===== config.mk =====
export PLATFORM = sky130hd
export DESIGN_NAME = smsr_status_one
export DESIGN_NICKNAME = d
export VERILOG_FILES = /design/src/verilog/smsr_pkg.sv /design/src/verilog/smsr_nv_store.sv /design/src/verilog/smsr_status_one.sv /design/src/verilog/smsr_sync.sv
export SDC_FILE = /design/constraint.sdc
export NUM_CORES = 1
export LEC_CHECK = 0
export BUFFER_PORTS_ARGS = -buffer_cell sky130_fd_sc_hd__buf_2
export CORE_ASPECT_RATIO = 1.1
export CORE_UTILIZATION = 53
export DETAILED_ROUTE_END_ITERATION = 8
export HOLD_SLACK_MARGIN = 0.03
export PLACE_DENSITY = 0.83
export SLEW_MARGIN = 10
export SYNTH_ARGS = -nofsm -noshare
export SYNTH_HDL_FRONTEND = slang
export SYNTH_SLANG_ARGS = --single-unit

===== constraint.sdc =====
create_clock -name CORE_CLK -period 2.9 [get_ports CORE_CLK]
set_input_delay 0.58 -clock CORE_CLK [delete_from_list [all_inputs] [get_ports CORE_CLK]]
set_output_delay 0.58 -clock CORE_CLK [all_outputs]
set_load 0.02 [all_outputs]

===== src/verilog/smsr_pkg.sv =====
// constants and types for the first serial-memory status register
// assumes a single-clock core that samples the serial pins itself
package smsr_pkg;

    localparam int LANES = 4;
    localparam int SR_W  = 8;
    localparam int NV_W  = 5;

    // command opcodes seen on the serial link
    localparam logic [7:0] CMD_SET_WRITE_LATCH   = 8'h06;
    localparam logic [7:0] CMD_CLEAR_WRITE_LATCH = 8'h04;
    localparam logic [7:0] CMD_READ_STATUS       = 8'h05;
    localparam logic [7:0] CMD_WRITE_STATUS      = 8'h01;
    localparam logic [7:0] CMD_READ_STATUS2      = 8'h35;
    localparam logic [7:0] CMD_ENTER_QUAD_MODE   = 8'h38;
    localparam logic [7:0] CMD_ENTER_DUAL_MODE   = 8'h37;
    localparam logic [7:0] CMD_EXIT_WIDE_MODE    = 8'hff;

    // bit positions in the first status register
    localparam int BIT_WP_ENABLE = 7;
    localparam int BIT_QUAD_MODE = 6;
    localparam int BIT_LAT_HI    = 5;
    localparam int BIT_LAT_LO    = 4;
    localparam int BIT_BP_HI     = 3;
    localparam int BIT_BP_LO     = 2;
    localparam int BIT_WEL       = 1;
    // bit positions in the second status register
    localparam int BIT2_QUAD     = 6;
    localparam int BIT2_DUAL     = 5;

    // nonvolatile cell layout {wp_enable, lat_hi, lat_lo, bp_hi, bp_lo}
    localparam logic [4:0] NV_INIT = 5'h00;

    // values after reset, and the number of bits in a byte
    localparam logic       RST_WEL   = 1'b0;
    localparam logic       RST_QUAD  = 1'b0;
    localparam logic       RST_DUAL  = 1'b0;
    localparam logic [3:0] RST_IO    = 4'h0;
    localparam logic [2:0] RST_CNT   = 3'h0;
    localparam logic [7:0] RST_SHIFT = 8'h00;
    localparam logic [5:0] RST_PINS  = 6'h20;
    localparam int         BITS_PER_BYTE = 8;

    typedef enum logic [4:0] {
        ST_IDLE   = 5'h01,
        ST_OPCODE = 5'h02,
        ST_WRDATA = 5'h04,
        ST_RDDATA = 5'h08,
        ST_IGNORE = 5'h10
    } smsr_state_t;

endpackage


===== src/verilog/smsr_nv_store.sv =====
// nonvolatile cells of the status register, modelled as a register bank
// assumes power loss is modelled by the core reset, which it ignores
`timescale 1ns/1ps
module smsr_nv_store
    import smsr_pkg::*;
(
    input  wire logic            clk,
    input  wire logic            we,
    input  wire logic [NV_W-1:0] wdata,
    output logic      [NV_W-1:0] rdata
);
    // contents survive reset; start value stands for the shipped state
    logic [NV_W-1:0] cell_q = NV_INIT;

    always_ff @(posedge clk) begin
        if (we) begin
            cell_q <= wdata;
        end
    end

    assign rdata = cell_q;
endmodule


===== src/verilog/smsr_status_one.sv =====
// first status register of a serial memory, with its command decoder
// assumes the link clock is slow enough to be sampled by CORE_CLK
`timescale 1ns/1ps
module smsr_status_one
    import smsr_pkg::*;
(
    input  wire logic                       CORE_CLK,
    input  wire logic                       RST_N,
    input  wire logic                       CS_N,
    input  wire logic                       SCK,
    input  wire logic [smsr_pkg::LANES-1:0] IO_I,
    output logic      [smsr_pkg::LANES-1:0] IO_O,
    output logic      [smsr_pkg::LANES-1:0] IO_OE,
    output logic                            QUAD_MODE,
    output logic                            DUAL_MODE,
    output logic                            WRITE_ENABLE,
    output logic                            STATUS_WP_EN,
    output logic      [1:0]                 LATENCY_SEL,
    output logic      [1:0]                 BLOCK_PROTECT
);
    import smsr_pkg::*;

    // lane width for the current mode: 1, 2 or 4 bits per edge
    function automatic logic [2:0] lane_width(input logic quad,
                                              input logic dual);
        lane_width = quad ? 3'h4 : (dual ? 3'h2 : 3'h1);
    endfunction

    // shift one edge's worth of input lanes into a byte, msb first
    function automatic logic [7:0] shift_in(input logic [7:0] sh,
                                            input logic [3:0] io,
                                            input logic       quad,
                                            input logic       dual);
        if (quad) begin
            shift_in = {sh[3:0], io[3:0]};
        end else if (dual) begin
            shift_in = {sh[5:0], io[1:0]};
        end else begin
            shift_in = {sh[6:0], io[0]};
        end
    endfunction

    // pins for the current top bits of an outgoing byte
    function automatic logic [3:0] lane_out(input logic [7:0] sh,
                                            input logic       quad,
                                            input logic       dual);
        if (quad) begin
            lane_out = sh[7:4];
        end else if (dual) begin
            lane_out = {2'h0, sh[7:6]};
        end else begin
            lane_out = {2'h0, sh[7], 1'h0};
        end
    endfunction

    function automatic logic [3:0] lane_mask(input logic quad,
                                             input logic dual);
        lane_mask = quad ? 4'hf : (dual ? 4'h3 : 4'h2);
    endfunction

    // pin sampling
    logic [5:0]       pins_s;
    logic             cs_n_s;
    logic             sck_s;
    logic [3:0]       io_s;
    logic             sck_prev_q;

    smsr_sync #(
        .W       (6),
        .RST_VAL (RST_PINS)
    ) u_sync (
        .clk   (CORE_CLK),
        .rst_n (RST_N),
        .din   ({CS_N, SCK, IO_I}),
        .dout  (pins_s)
    );

    assign cs_n_s = pins_s[5];
    assign sck_s  = pins_s[4];
    assign io_s   = pins_s[3:0];

    // state
    smsr_state_t      state_q;
    smsr_state_t      state_d;
    logic [2:0]       cnt_q;
    logic [2:0]       cnt_d;
    logic [7:0]       in_sh_q;
    logic [7:0]       out_sh_q;
    logic [7:0]       out_sh_d;
    logic             rd_sel2_q;
    logic             wel_q;
    logic             wel_d;
    logic             quad_q;
    logic             quad_d;
    logic             dual_q;
    logic             dual_d;
    logic [3:0]       io_o_q;
    logic [3:0]       io_oe_q;
    logic [NV_W-1:0]  nv_rd;

    // edge detection and decode
    wire              sck_rise  = sck_s & ~sck_prev_q & ~cs_n_s;
    wire              sck_fall  = ~sck_s & sck_prev_q & ~cs_n_s;
    wire [2:0]        lanes     = lane_width(quad_q, dual_q);
    wire [3:0]        cnt_sum   = {1'b0, cnt_q} + {1'b0, lanes};
    wire              byte_end  = sck_rise && (cnt_sum == 4'(BITS_PER_BYTE));
    wire [7:0]        sh_next   = shift_in(in_sh_q, io_s, quad_q, dual_q);
    wire              in_opcode = (state_q == ST_IDLE)
                                || (state_q == ST_OPCODE);
    wire              op_done   = byte_end && in_opcode;
    wire              is_set_wl = sh_next == CMD_SET_WRITE_LATCH;
    wire              is_clr_wl = sh_next == CMD_CLEAR_WRITE_LATCH;
    wire              is_rd1    = sh_next == CMD_READ_STATUS;
    wire              is_rd2    = sh_next == CMD_READ_STATUS2;
    wire              is_write_status_cmd   = sh_next == CMD_WRITE_STATUS;
    wire              is_eq     = sh_next == CMD_ENTER_QUAD_MODE;
    wire              is_ed     = sh_next == CMD_ENTER_DUAL_MODE;
    wire              is_ex     = sh_next == CMD_EXIT_WIDE_MODE;
    wire              write_status_cmd_done = byte_end && (state_q == ST_WRDATA);
    // write-protect pin shares lane 2, so it only counts outside quad mode
    wire              wp_low    = ~quad_q & ~io_s[2];
    wire              wr_block  = ~wel_q | (nv_rd[4] & wp_low);
    wire              nv_we     = write_status_cmd_done & ~wr_block;
    // only protect, latency and block-protect bits are taken
    wire [NV_W-1:0]   nv_wdata  = {sh_next[BIT_WP_ENABLE],
                                   sh_next[BIT_LAT_HI:BIT_BP_LO]};
    wire [7:0]        status1   = {nv_rd[4], quad_q, nv_rd[3:0],
                                   wel_q, 1'b0};
    wire [7:0]        status2   = {1'b0, quad_q, dual_q, 5'h00};
    wire              rd_first  = op_done && (is_rd1 || is_rd2);
    wire              rd_again  = byte_end && (state_q == ST_RDDATA);
    wire              rd_use2   = rd_first ? is_rd2 : rd_sel2_q;
    wire [7:0]        load_val  = rd_use2 ? status2 : status1;
    wire              out_step  = sck_fall && (state_q == ST_RDDATA);

    smsr_nv_store u_nv (
        .clk   (CORE_CLK),
        .we    (nv_we),
        .wdata (nv_wdata),
        .rdata (nv_rd)
    );

    // command sequencing
    always_comb begin
        state_d = state_q;
        cnt_d   = cnt_q;
        if (cs_n_s) begin
            state_d = ST_IDLE;
            cnt_d   = RST_CNT;
        end else begin
            if (sck_rise) begin
                cnt_d = cnt_sum[2:0];
            end
            case (state_q)
                ST_IDLE: begin
                    state_d = ST_OPCODE;
                    if (op_done) begin
                        state_d = is_write_status_cmd ? ST_WRDATA :
                                  (rd_first ? ST_RDDATA : ST_IGNORE);
                    end
                end
                ST_OPCODE: begin
                    if (op_done) begin
                        state_d = is_write_status_cmd ? ST_WRDATA :
                                  (rd_first ? ST_RDDATA : ST_IGNORE);
                    end
                end
                ST_WRDATA: begin
                    if (write_status_cmd_done) begin
                        state_d = ST_IGNORE;
                    end
                end
                ST_RDDATA: state_d = ST_RDDATA;
                ST_IGNORE: state_d = ST_IGNORE;
                default:   state_d = ST_IDLE;
            endcase
        end
    end

    // volatile flags
    always_comb begin
        wel_d  = wel_q;
        quad_d = quad_q;
        dual_d = dual_q;
        if (op_done) begin
            if (is_set_wl) begin
                wel_d = 1'b1;
            end
            if (is_clr_wl) begin
                wel_d = 1'b0;
            end
            if (is_eq) begin
                quad_d = 1'b1;
                dual_d = 1'b0;
            end
            if (is_ex || is_ed) begin
                quad_d = 1'b0;
            end
            if (is_ed) begin
                dual_d = 1'b1;
            end
            if (is_ex) begin
                dual_d = 1'b0;
            end
        end
        // write-status data and completed writes leave the latch alone
    end

    always_comb begin
        out_sh_d = out_sh_q;
        if (rd_first || rd_again) begin
            out_sh_d = load_val;
        end else if (out_step) begin
            out_sh_d = out_sh_q << lanes;
        end
    end

    always_ff @(posedge CORE_CLK or negedge RST_N) begin
        if (!RST_N) begin
            state_q <= ST_IDLE;
            cnt_q   <= RST_CNT;
        end else begin
            state_q <= state_d;
            cnt_q   <= cnt_d;
        end
    end

    always_ff @(posedge CORE_CLK or negedge RST_N) begin
        if (!RST_N) begin
            sck_prev_q <= 1'b0;
            in_sh_q    <= RST_SHIFT;
            out_sh_q   <= RST_SHIFT;
            rd_sel2_q  <= 1'b0;
        end else begin
            sck_prev_q <= sck_s;
            in_sh_q    <= sck_rise ? sh_next : in_sh_q;
            out_sh_q   <= out_sh_d;
            rd_sel2_q  <= rd_first ? is_rd2 : rd_sel2_q;
        end
    end

    always_ff @(posedge CORE_CLK or negedge RST_N) begin
        if (!RST_N) begin
            wel_q  <= RST_WEL;
            quad_q <= RST_QUAD;
            dual_q <= RST_DUAL;
        end else begin
            wel_q  <= wel_d;
            quad_q <= quad_d;
            dual_q <= dual_d;
        end
    end

    // output lanes: data change on the falling link edge
    always_ff @(posedge CORE_CLK or negedge RST_N) begin
        if (!RST_N) begin
            io_o_q  <= RST_IO;
            io_oe_q <= RST_IO;
        end else if (cs_n_s) begin
            io_o_q  <= RST_IO;
            io_oe_q <= RST_IO;
        end else if (out_step) begin
            io_o_q  <= lane_out(out_sh_q, quad_q, dual_q);
            io_oe_q <= lane_mask(quad_q, dual_q);
        end
    end

    assign IO_O          = io_o_q;
    assign IO_OE         = io_oe_q;
    assign QUAD_MODE     = quad_q;
    assign DUAL_MODE     = dual_q;
    assign WRITE_ENABLE  = wel_q;
    assign STATUS_WP_EN  = nv_rd[4];
    assign LATENCY_SEL   = nv_rd[3:2];
    assign BLOCK_PROTECT = nv_rd[1:0];
endmodule


===== src/verilog/smsr_sync.sv =====
// two-flop synchroniser for a bundle of pin levels
// assumes each bit is an independent slow level
`timescale 1ns/1ps
module smsr_sync #(
    parameter int         W       = 6,
    parameter logic [5:0] RST_VAL = 6'h00
) (
    input  wire logic         clk,
    input  wire logic         rst_n,
    input  wire logic [W-1:0] din,
    output logic      [W-1:0] dout
);
    logic [W-1:0] meta_q;

    always_ff @(posedge clk or negedge rst_n) begin
        if (!rst_n) begin
            meta_q <= RST_VAL[W-1:0];
            dout   <= RST_VAL[W-1:0];
        end else begin
            meta_q <= din;
            dout   <= meta_q;
        end
    end
endmodule

==> results of run 1 <==
where the power goes:
group / switching, mW / total [mW] / internal, mW
Combinational: 0.137 / 0.225 / 0.0881
Sequential: 0.0394 / 0.826 / 0.786
Clock: 0.226 / 0.483 / 0.256
Total: 0.403 / 1.53 / 1.13
cell families (layout without fill, tap and decap cells):
kind of cell | Yosys count | count (layout) | synth area share, %
and+or+nand+nor | 92 | 92 | 19.3
AOI/OAI and AO/OA | 55 | 55 | 13.7
DFF | 52 | 52 | 51.8
muxes | 22 | 22 | 8.82
buffers and inverters | 20 | 50 | 3.46
xor gates and xnor gates | 4 | 4 | 1.36
adders and majority gates | 3 | 3 | 1.46
metal layers:
| metal | vias to the layer above | global-route usage (%) |
|---|---|---|
| met4 | 0 | 8.33 |
| met2 | 48 | 40.3 |
| met1 | 953 | 28.2 |
| li1 | 939 | - |
| met5 | - | 0 |
| met3 | 8 | 5.30 |
Yosys cell counts (2+ instances only):
cell,number
a21o_1,2
a21oi_1,12
a22oi_1,2
a31o_2,2
and3_1,2
buf_2,2
buf_4,3
clkbuf_1,7
dfrtp_1,44
dfstp_2,3
edfxtp_1,5
ha_1,3
inv_1,7
mux2_2,5
mux2i_1,17
nand2_1,26
nand2b_1,3
nand3_1,2
nand3b_1,7
nand4_1,5
nand4bb_1,2
nor2_1,16
nor2b_1,5
nor3_1,7
nor4_1,3
o21a_1,4
o21ai_0,21
o21ai_1,2
or2_2,3
or3_1,3
or4_1,2
xor2_1,3
layout make-up:
cell class / instances / area (sq um) / area share, %
sequential: 52 / 1330 / 45.9
multi-input combinational: 176 / 1160 / 40.0
timing repair buffer: 35 / 205 / 7.07
clock buffer: 6 / 72.6 / 2.50
tap: 56 / 70.1 / 2.41
clock inverter: 2 / 35.0 / 1.21
inverter: 7 / 26.3 / 0.905
worst paths after layout:
path,from,endpoint,slack (ns),cells after the start
max,QUAD_MODE,DUAL_MODE,0.09,8
min,RST_N,out_sh_q[2],0.35,2
max reg2reg,QUAD_MODE,DUAL_MODE,0.09,8
min reg2reg,u_sync.meta_q[4],u_sync.dout[4],0.35,0
max in group asynchronous,RST_N,QUAD_MODE,2.13,2
min in group CORE_CLK,u_sync.meta_q[4],u_sync.dout[4],0.35,0
state kept, by name, summed over array words and instances, names as in the netlist, 3 cells and up:
signal         flops
out_sh_q           8
in_sh_q            7
u_sync.dout        6
u_sync.meta_q      6
state_q            5
u_nv.rdata         5
IO_O               4
IO_OE              3
cnt_q              3
stage by stage:
stage	power (mW)	std cells	worst slack [ns]
global placement	1.05	323	0.136
CTS	1.54	332	0.0180
detailed placement	1.06	323	-0.0628
global route	1.61	334	0.0129
floorplan	0.997	248	0.0216
finish	1.53	334	0.0946
what timing repair did:
action	in CTS	in global routing
gates cloned	0	0
resized for setup	0	3
pin swaps	1	4
buffers inserted	1	2
endpoints found under the setup margin	1	8
==> metrics, run 1 <==
status complete, no violations; post-synthesis instance total 248; YS warnings 0; grt ovf 0; ys flop type dfrtp_1; vias in the first global route between 1,500 and 2,000; Hold Vio Cnt, Final 0; # rows 26; min Tclk post-route around 2.8 ns; number of flops mapped to enable cells by yosys 5; initial antenna violation count 0; commonest non-fill, non-tap cell in the layout dfrtp_1; Tcrit/Tclk final between 90% and 100%; Crit Path Category flip-flop to flip-flop; Die W between 60 and 70 um; Final TNS setup 0 ns; placed inst area around 2800 sq um; Clock Tree Buf Depth 2; routed vias/inst 5.83; core box area 4650 sq um; via count 1,948; Synth top area share roughly 43%; crit-path max cell delay roughly 0.57 ns; port bufs 23; max_slew headroom roughly three fifths; total routed wirelength between 5000 and 6000 um; Worst Path Buf+Inv 0; first-iteration detailed-routing DRC count ~130; top cells by area, synth dfrtp_1 (43%), mux2i_1 (6.6%), edfxtp_1 (5.8%); FMAX about 0.36 GHz; maximum VDD drop 0.446 mV; power per cell area around 530 nW/um^2; clock sink count 52; clk_lat worst skew about 0.3 ns; hold buffer count at CTS 0; met2 wire length about 2600 um; top layer reached by signal wires met4; Worst Path Required between 3 and 4 ns; final clock skew between 0.007 and 0.008 ns; Crit path max-delay family simple AND/OR/NAND/NOR gates; Worst Tran Pin Value 0.576 ns; flops & latches, synth 52; HP Class primary input to asynchronous set/reset pin; CTS Root Cell clkbuf_8; H-tree levels 2; Nets approximately 290; syn avg cell area 10.4 sq um; largest net degree at the start of global routing 48; 1st-pass router iterations 4; asr flop ratio synth between 90% and 100%; utilization after layout roughly 62%; n_diodes 0; Routed Antenna Nets 0; post-route DRC violation count 0; Area Overhead vs Synth 13.1%; register area share after synthesis 51.8%; TritonCTS clock tree built; Initial Util 55.2%; fill cell count 389; crit path max fanout 4; layout cells sized above 1 a little under a quarter; io pins 24; total of max-cap violations 0; Worst setup EP type flip-flop; synth unique cells 50; Yosys top cell by area dfrtp_1; die footprint approximately 5100 sq um; clock transition at the registers of the reported paths 0.09 ns; M1 wire length 2170 um; Final setup viols 0; worst path cell trace and2b_2 -> xor2_1 -> ha_1 -> or4_4 -> or2_2 -> or4_1 -> o211ai_1 -> o21ai_1; Syn Nets roughly 260; gpl congestion roughly 0.9; dpl hpwl 3520 um; Worst EP arrival 3.00 ns; Critical Path Slowest Stage Cell or4_4; die height ~75 um; routed len/inst ~15 um; Total GRT Usage between 20% and 30%; RSZ-0062 raised after global routing false; Cell Area, Synth between 2000 and 3000 sq um; met3 routed WL approximately 220 um; hold slack around 0.35 ns; max-slew violations 0; P_leak around 1.3 nW; post-route cell area roughly 2900 sq um; Inserted Clock Buffers 5; first-pass GRT wire length roughly 8600 um; type of element launching the critical path flip-flop; most frequent cells in the layout dfrtp_1 (42), nand2_1 (26), buf_2 (23)
Note: power is estimated with default switching activity, not from simulation.
==> run 2: changes to the inputs <==
--- a/config.mk
+++ b/config.mk
@@ -7,10 +7,10 @@
 export LEC_CHECK = 0
 export BUFFER_PORTS_ARGS = -buffer_cell sky130_fd_sc_hd__buf_2
 export CORE_ASPECT_RATIO = 1.1
-export CORE_UTILIZATION = 53
+export CORE_UTILIZATION = 58
 export DETAILED_ROUTE_END_ITERATION = 8
 export HOLD_SLACK_MARGIN = 0.03
-export PLACE_DENSITY = 0.83
+export PLACE_DENSITY = 0.86
 export SLEW_MARGIN = 10
 export SYNTH_ARGS = -nofsm -noshare
 export SYNTH_HDL_FRONTEND = slang
==> constraint.sdc (replaced) <==
create_clock -name CORE_CLK -period 3.2 [get_ports CORE_CLK]
set_input_delay 0.64 -clock CORE_CLK [delete_from_list [all_inputs] [get_ports CORE_CLK]]
set_output_delay 0.64 -clock CORE_CLK [all_outputs]
set_load 0.02 [all_outputs]
==> run 2 against run 1 <==
Effect of this change: final area fell by 1.6%; setup slack improved by 0.22 ns; final cell count fell by 2.4%; non-clock buffer count fell by 6; register-to-register slack improved by 0.22 ns; die area fell by 8.4%; clock-buffer cell count rose by 1; critical path type unchanged.
==> metrics, run 2 (synthesis results as in run 1) <==
status complete, no violations (unchanged); post-layout power 1.39 mW (was 1.53 mW); RSZ-0062 raised after global routing false (unchanged); 1st-pass router iterations 4 (unchanged); post-route DRC violation count 0 (unchanged); core box area 4290 sq um (was 4650 sq um); crit path max fanout 4 (unchanged); grt ovf 0 (unchanged); routed len/inst 15.2 um (was 15.3 um); Regs by FF count out_sh_q (8), in_sh_q (7) (unchanged); initial antenna violation count 0 (unchanged); commonest non-fill, non-tap cell in the layout dfrtp_1 (unchanged); Worst EP arrival 3.07 ns (was 3.00 ns); Inserted Clock Buffers 5 (unchanged); Hold Vio Cnt, Final 0 (unchanged); io pins 24 (unchanged); max_slew headroom 32.1% (was 61.6%); max-slew violations 0 (unchanged); final clock skew 0.0133 ns (was 0.00728 ns); maximum VDD drop 0.335 mV (was 0.446 mV); FF/Latch Area 1330 sq um (about the same); FMAX 0.346 GHz (was 0.356 GHz); clock sink count 52 (unchanged); Worst setup EP type flip-flop (unchanged); Initial Util 59.9% (was 55.2%); n_diodes 0 (unchanged); first-pass GRT wire length 8290 um (was 8630 um); Final TNS setup 0 ns (unchanged); largest net degree at the start of global routing 48 (unchanged); dpl hpwl 3510 um (was 3520 um); HP Class flip-flop to flip-flop (was primary input to asynchronous set/reset pin); clk_lat worst skew 0.31 ns (was 0.30 ns); Clock Tree Buf Depth 2 (unchanged); via count 1,895 (was 1,948); type of element launching the critical path flip-flop (unchanged); layout cells sized above 1 20.2% (was 23.4%); die height 71.8 um (was 75.0 um); TritonCTS clock tree built (unchanged); gpl congestion 0.877 (was 0.913); Tcrit/Tclk final 90.2% (was 96.7%); P_leak 1.28 nW (was 1.30 nW); total of max-cap violations 0 (unchanged); vias in the first global route 1,833 (was 1,874); Total GRT Usage 23.4% (was 23.3%); post-CTS resize count 0 (unchanged); max reg flops 8 (unchanged); clock transition at the registers of the reported paths 0.10 ns (was 0.09 ns); # rows 25 (was 26); first-iteration detailed-routing DRC count 197 (was 127); most frequent cells in the layout dfrtp_1 (44), nand2_1 (26), buf_2 (23) (was dfrtp_1 (42), nand2_1 (26), buf_2 (23)); Crit Path Category flip-flop to flip-flop (unchanged); Worst Tran Pin Value 1.02 ns (was 0.576 ns); port bufs 23 (unchanged); min Tclk post-route 2.89 ns (was 2.81 ns); die footprint 4700 sq um (was 5130 sq um); Nets 282 (was 288); hold buffer count at CTS 0 (unchanged); routed vias/inst 5.81 (was 5.83); Area Overhead vs Synth 11.3% (was 13.1%); H-tree levels 2 (unchanged); # Post-CTS Setup Buffers 0 (was 1); Largest Register out_sh_q (unchanged); power per cell area 488 nW/um^2 (was 528 nW/um^2); Worst Path Required 3.38 ns (was 3.09 ns); Routed Antenna Nets 0 (unchanged); CTS Root Cell clkbuf_8 (unchanged); Multi-input gate area 1160 sq um (about the same); Die W 65.4 um (was 68.4 um); total routed wirelength 4940 um (was 5120 um); fill cell count 329 (was 389); Final setup viols 0 (unchanged)
run 2: through the flow:
stage | area, sq um | hold slack [ns] | std cells | worst slack [ns] | utilization (%)
finish | 2860 | 0.353 | 326 | 0.314 | 66.7
global route | 2860 | 0.362 | 326 | 0.119 | 66.7
floorplan | 2570 | 0.331 | 248 | 0.198 | -
CTS | 2850 | 0.358 | 326 | 0.272 | 66.5
detailed placement | 2730 | 0.336 | 318 | 0.299 | 63.8
global placement | 2730 | 0.331 | 318 | 0.393 | 63.8
run 2: cell type report:
class / count / share of cell area, %
Clock inverter: 1 / 0.307
Inverter: 7 / 0.920
Clock buffer: 7 / 3.77
Timing Repair Buffer: 29 / 5.61
Sequential cell: 52 / 46.6
Multi-Input combinational cell: 176 / 40.5
Tap cell: 54 / 2.37
run 2: worst max-delay path: stages (launching register included):
cell and delay, ns:
dfrtp_1 0.42, and2b_1 0.26, xor2_1 0.17, ha_1 0.27, or4b_4 0.56, a2111oi_4 0.32
nand4bb_1 0.19, a21oi_2 0.26, mux2i_1 0.21, mux2i_1 0.09
run 2: per-layer routing:
metal | GRT usage [%] | vias up | share of wire (%)
met4 | 13.3 | 0 | 1.7
li1 | - | 929 | -
met3 | 3.50 | 8 | 4.4
met1 | 28.4 | 904 | 42
met5 | 0 | - | 0
met2 | 39.4 | 54 | 52
run 2: final timing paths:
check / startpoint / to / slack [ns] / depth (start not counted)
hold / removal: u_sync.meta_q[1] / u_sync.dout[1] / 0.35 / 0
setup reg to reg: QUAD_MODE / out_sh_q[5] / 0.31 / 9
max in group asynchronous: RST_N / u_sync.dout[3] / 2.07 / 1
setup / recovery: QUAD_MODE / out_sh_q[5] / 0.31 / 9
hold reg to reg: u_sync.meta_q[1] / u_sync.dout[1] / 0.35 / 0
min in group asynchronous: RST_N / QUAD_MODE / 0.50 / 1
run 2: power by group:
group	leakage [nW]	switching, mW	internal, mW
clock	0.0596	0.214	0.224
combinational	0.561	0.129	0.0784
sequential	0.656	0.0364	0.713
total	1.28	0.379	1.02
==> run 3: changes to the inputs <==
--- a/config.mk
+++ b/config.mk
@@ -10,7 +10,7 @@
 export CORE_UTILIZATION = 58
 export DETAILED_ROUTE_END_ITERATION = 8
 export HOLD_SLACK_MARGIN = 0.03
-export PLACE_DENSITY = 0.86
+export PLACE_DENSITY = 0.78
 export SLEW_MARGIN = 10
 export SYNTH_ARGS = -nofsm -noshare
 export SYNTH_HDL_FRONTEND = slang
==> constraint.sdc (replaced) <==
create_clock -name CORE_CLK -period 2.8 [get_ports CORE_CLK]
set_input_delay 0.56 -clock CORE_CLK [delete_from_list [all_inputs] [get_ports CORE_CLK]]
set_output_delay 0.56 -clock CORE_CLK [all_outputs]
set_load 0.02 [all_outputs]
==> run 3 against run 2 <==
Effect of this change: die area unchanged; sequential power grew 14%; hold slack got worse by 0.032 ns.
==> metrics, run 3 (synthesis results as in run 1) <==
clock sink count 52 (unchanged); Worst setup EP type flip-flop (unchanged); min Tclk post-route 2.69 ns (was 2.89 ns); Die W 65.4 um (unchanged); post-route DRC violation count 0 (unchanged); n_diodes 0 (unchanged); die footprint 4700 sq um (unchanged); via count 1,948 (was 1,895); Crit Path Category flip-flop to flip-flop (unchanged); largest net degree at the start of global routing 48 (unchanged); Worst Tran Pin Value 0.588 ns (was 1.02 ns); initial antenna violation count 0 (unchanged); post-route cell area 3010 sq um (was 2860 sq um); hold slack 0.321 ns (was 0.353 ns); P_leak 1.34 nW (was 1.28 nW); grt ovf 0 (unchanged); gpl congestion 0.928 (was 0.877); status complete, no violations (unchanged); Nets 294 (was 282); Area Overhead vs Synth 17.3% (was 11.3%); power per cell area 524 nW/um^2 (was 488 nW/um^2); Final TNS setup 0 ns (unchanged); max_slew headroom 60.7% (was 32.1%); post-layout power 1.58 mW (was 1.39 mW); first-iteration detailed-routing DRC count 139 (was 197); first-pass GRT wire length 8600 um (was 8290 um); 1st-pass router iterations 4 (unchanged); Worst Path Required 3.00 ns (was 3.38 ns); Final setup viols 0 (unchanged); total routed wirelength 5310 um (was 4940 um); most frequent cells in the layout dfrtp_1 (42), nand2_1 (26), buf_2 (23) (was dfrtp_1 (44), nand2_1 (26), buf_2 (23)); routed vias/inst 5.76 (was 5.81); clock transition at the registers of the reported paths 0.10 ns (about the same); Inserted Clock Buffers 5 (unchanged); Total GRT Usage 24.4% (was 23.4%); Critical R2R Launch QUAD_MODE (unchanged); HP Class primary input to asynchronous set/reset pin (was flip-flop to flip-flop); total of max-cap violations 0 (unchanged); port bufs 23 (unchanged); layout cells sized above 1 28.5% (was 20.2%); Initial Util 59.9% (unchanged); Clock Tree Buf Depth 2 (unchanged); Routed Antenna Nets 0 (unchanged); placed cells 327 (was 318); Tcrit/Tclk final 96.2% (was 90.2%); Final Non-Filler Cells 338 (was 326); vias in the first global route 1,819 (was 1,833); commonest non-fill, non-tap cell in the layout dfrtp_1 (unchanged); type of element launching the critical path flip-flop (unchanged); dpl hpwl 3700 um (was 3510 um); TritonCTS clock tree built (unchanged); Hold Vio Cnt, Final 0 (unchanged); io pins 24 (unchanged); crit path max fanout 4 (unchanged); Largest Register out_sh_q (unchanged); CP startpoint QUAD_MODE (unchanged); FMAX 0.371 GHz (was 0.346 GHz); Regs by FF count out_sh_q (8), in_sh_q (7) (unchanged); hold buffer count at CTS 0 (unchanged); core box area 4290 sq um (unchanged); die height 71.8 um (unchanged); final clock skew 0.0155 ns (was 0.0133 ns); routed len/inst 15.7 um (was 15.2 um); Worst EP arrival 2.89 ns (was 3.07 ns); placed inst area 2830 sq um (was 2730 sq um); max-slew violations 0 (unchanged); max reg flops 8 (unchanged); # rows 25 (unchanged); CTS Root Cell clkbuf_8 (unchanged); maximum VDD drop 0.411 mV (was 0.335 mV); clk_lat worst skew 0.31 ns (about the same); H-tree levels 2 (unchanged)
## run 3: cell type report
type,count,area (sq um)
Sequential cell,52,1330
Fill cell,306,1270
Multi-Input combinational cell,176,1230
Timing Repair Buffer,41,250
Clock buffer,7,97.6
Tap cell,54,67.6
Inverter,7,26.3
Clock inverter,1,5.00
## run 3: what timing repair did
| action | in CTS | in global routing |
|---|---|---|
| buffers inserted | 0 | 3 |
| gates resized for setup | 0 | 12 |
| setup endpoints to repair | 0 | 11 |
## run 3: worst max-delay path, cell delays in order, from the launching register on
cell and delay, ns:
dfrtp_2 0.43, buf_4 0.16, nor2_4 0.12, ha_4 0.15, ha_1 0.25, or4b_4 0.51
a2111oi_4 0.25, nand4bb_1 0.20, a21oi_2 0.21, mux2i_1 0.21, mux2i_1 0.08
## run 3: where the power goes
part	internal (mW)	switching, mW
Combinational	0.0950	0.153
Clock	0.230	0.243
Sequential	0.814	0.0424
Total	1.14	0.438
## run 3: metal layers
metal	up-vias	share of wire, %	track usage [%]
met5	-	0	0
met4	0	2.4	9.90
met3	13	3.4	4.78
met2	50	52	42.2
met1	933	42	29.7
li1	952	-	-
## run 3: per-stage QoR
stage	util (%)	setup WS, ns
after floorplan	-	0.0245
after global placement	66.0	0.124
after detailed placement	66.0	0.0432
after CTS	68.4	0.0139
after global routing	70.2	-0.0140
final	70.2	0.107
## run 3: final timing paths
path                                     to  slack [ns]  cells past startpoint
max                             out_sh_q[5]        0.11                     10
min                             out_sh_q[6]        0.32                      2
max reg2reg                     out_sh_q[5]        0.11                     10
min reg2reg                  u_sync.dout[0]        0.35                      0
max in group asynchronous         QUAD_MODE        2.06                      2
min in group CORE_CLK      u_sync.meta_q[5]        0.35                      1
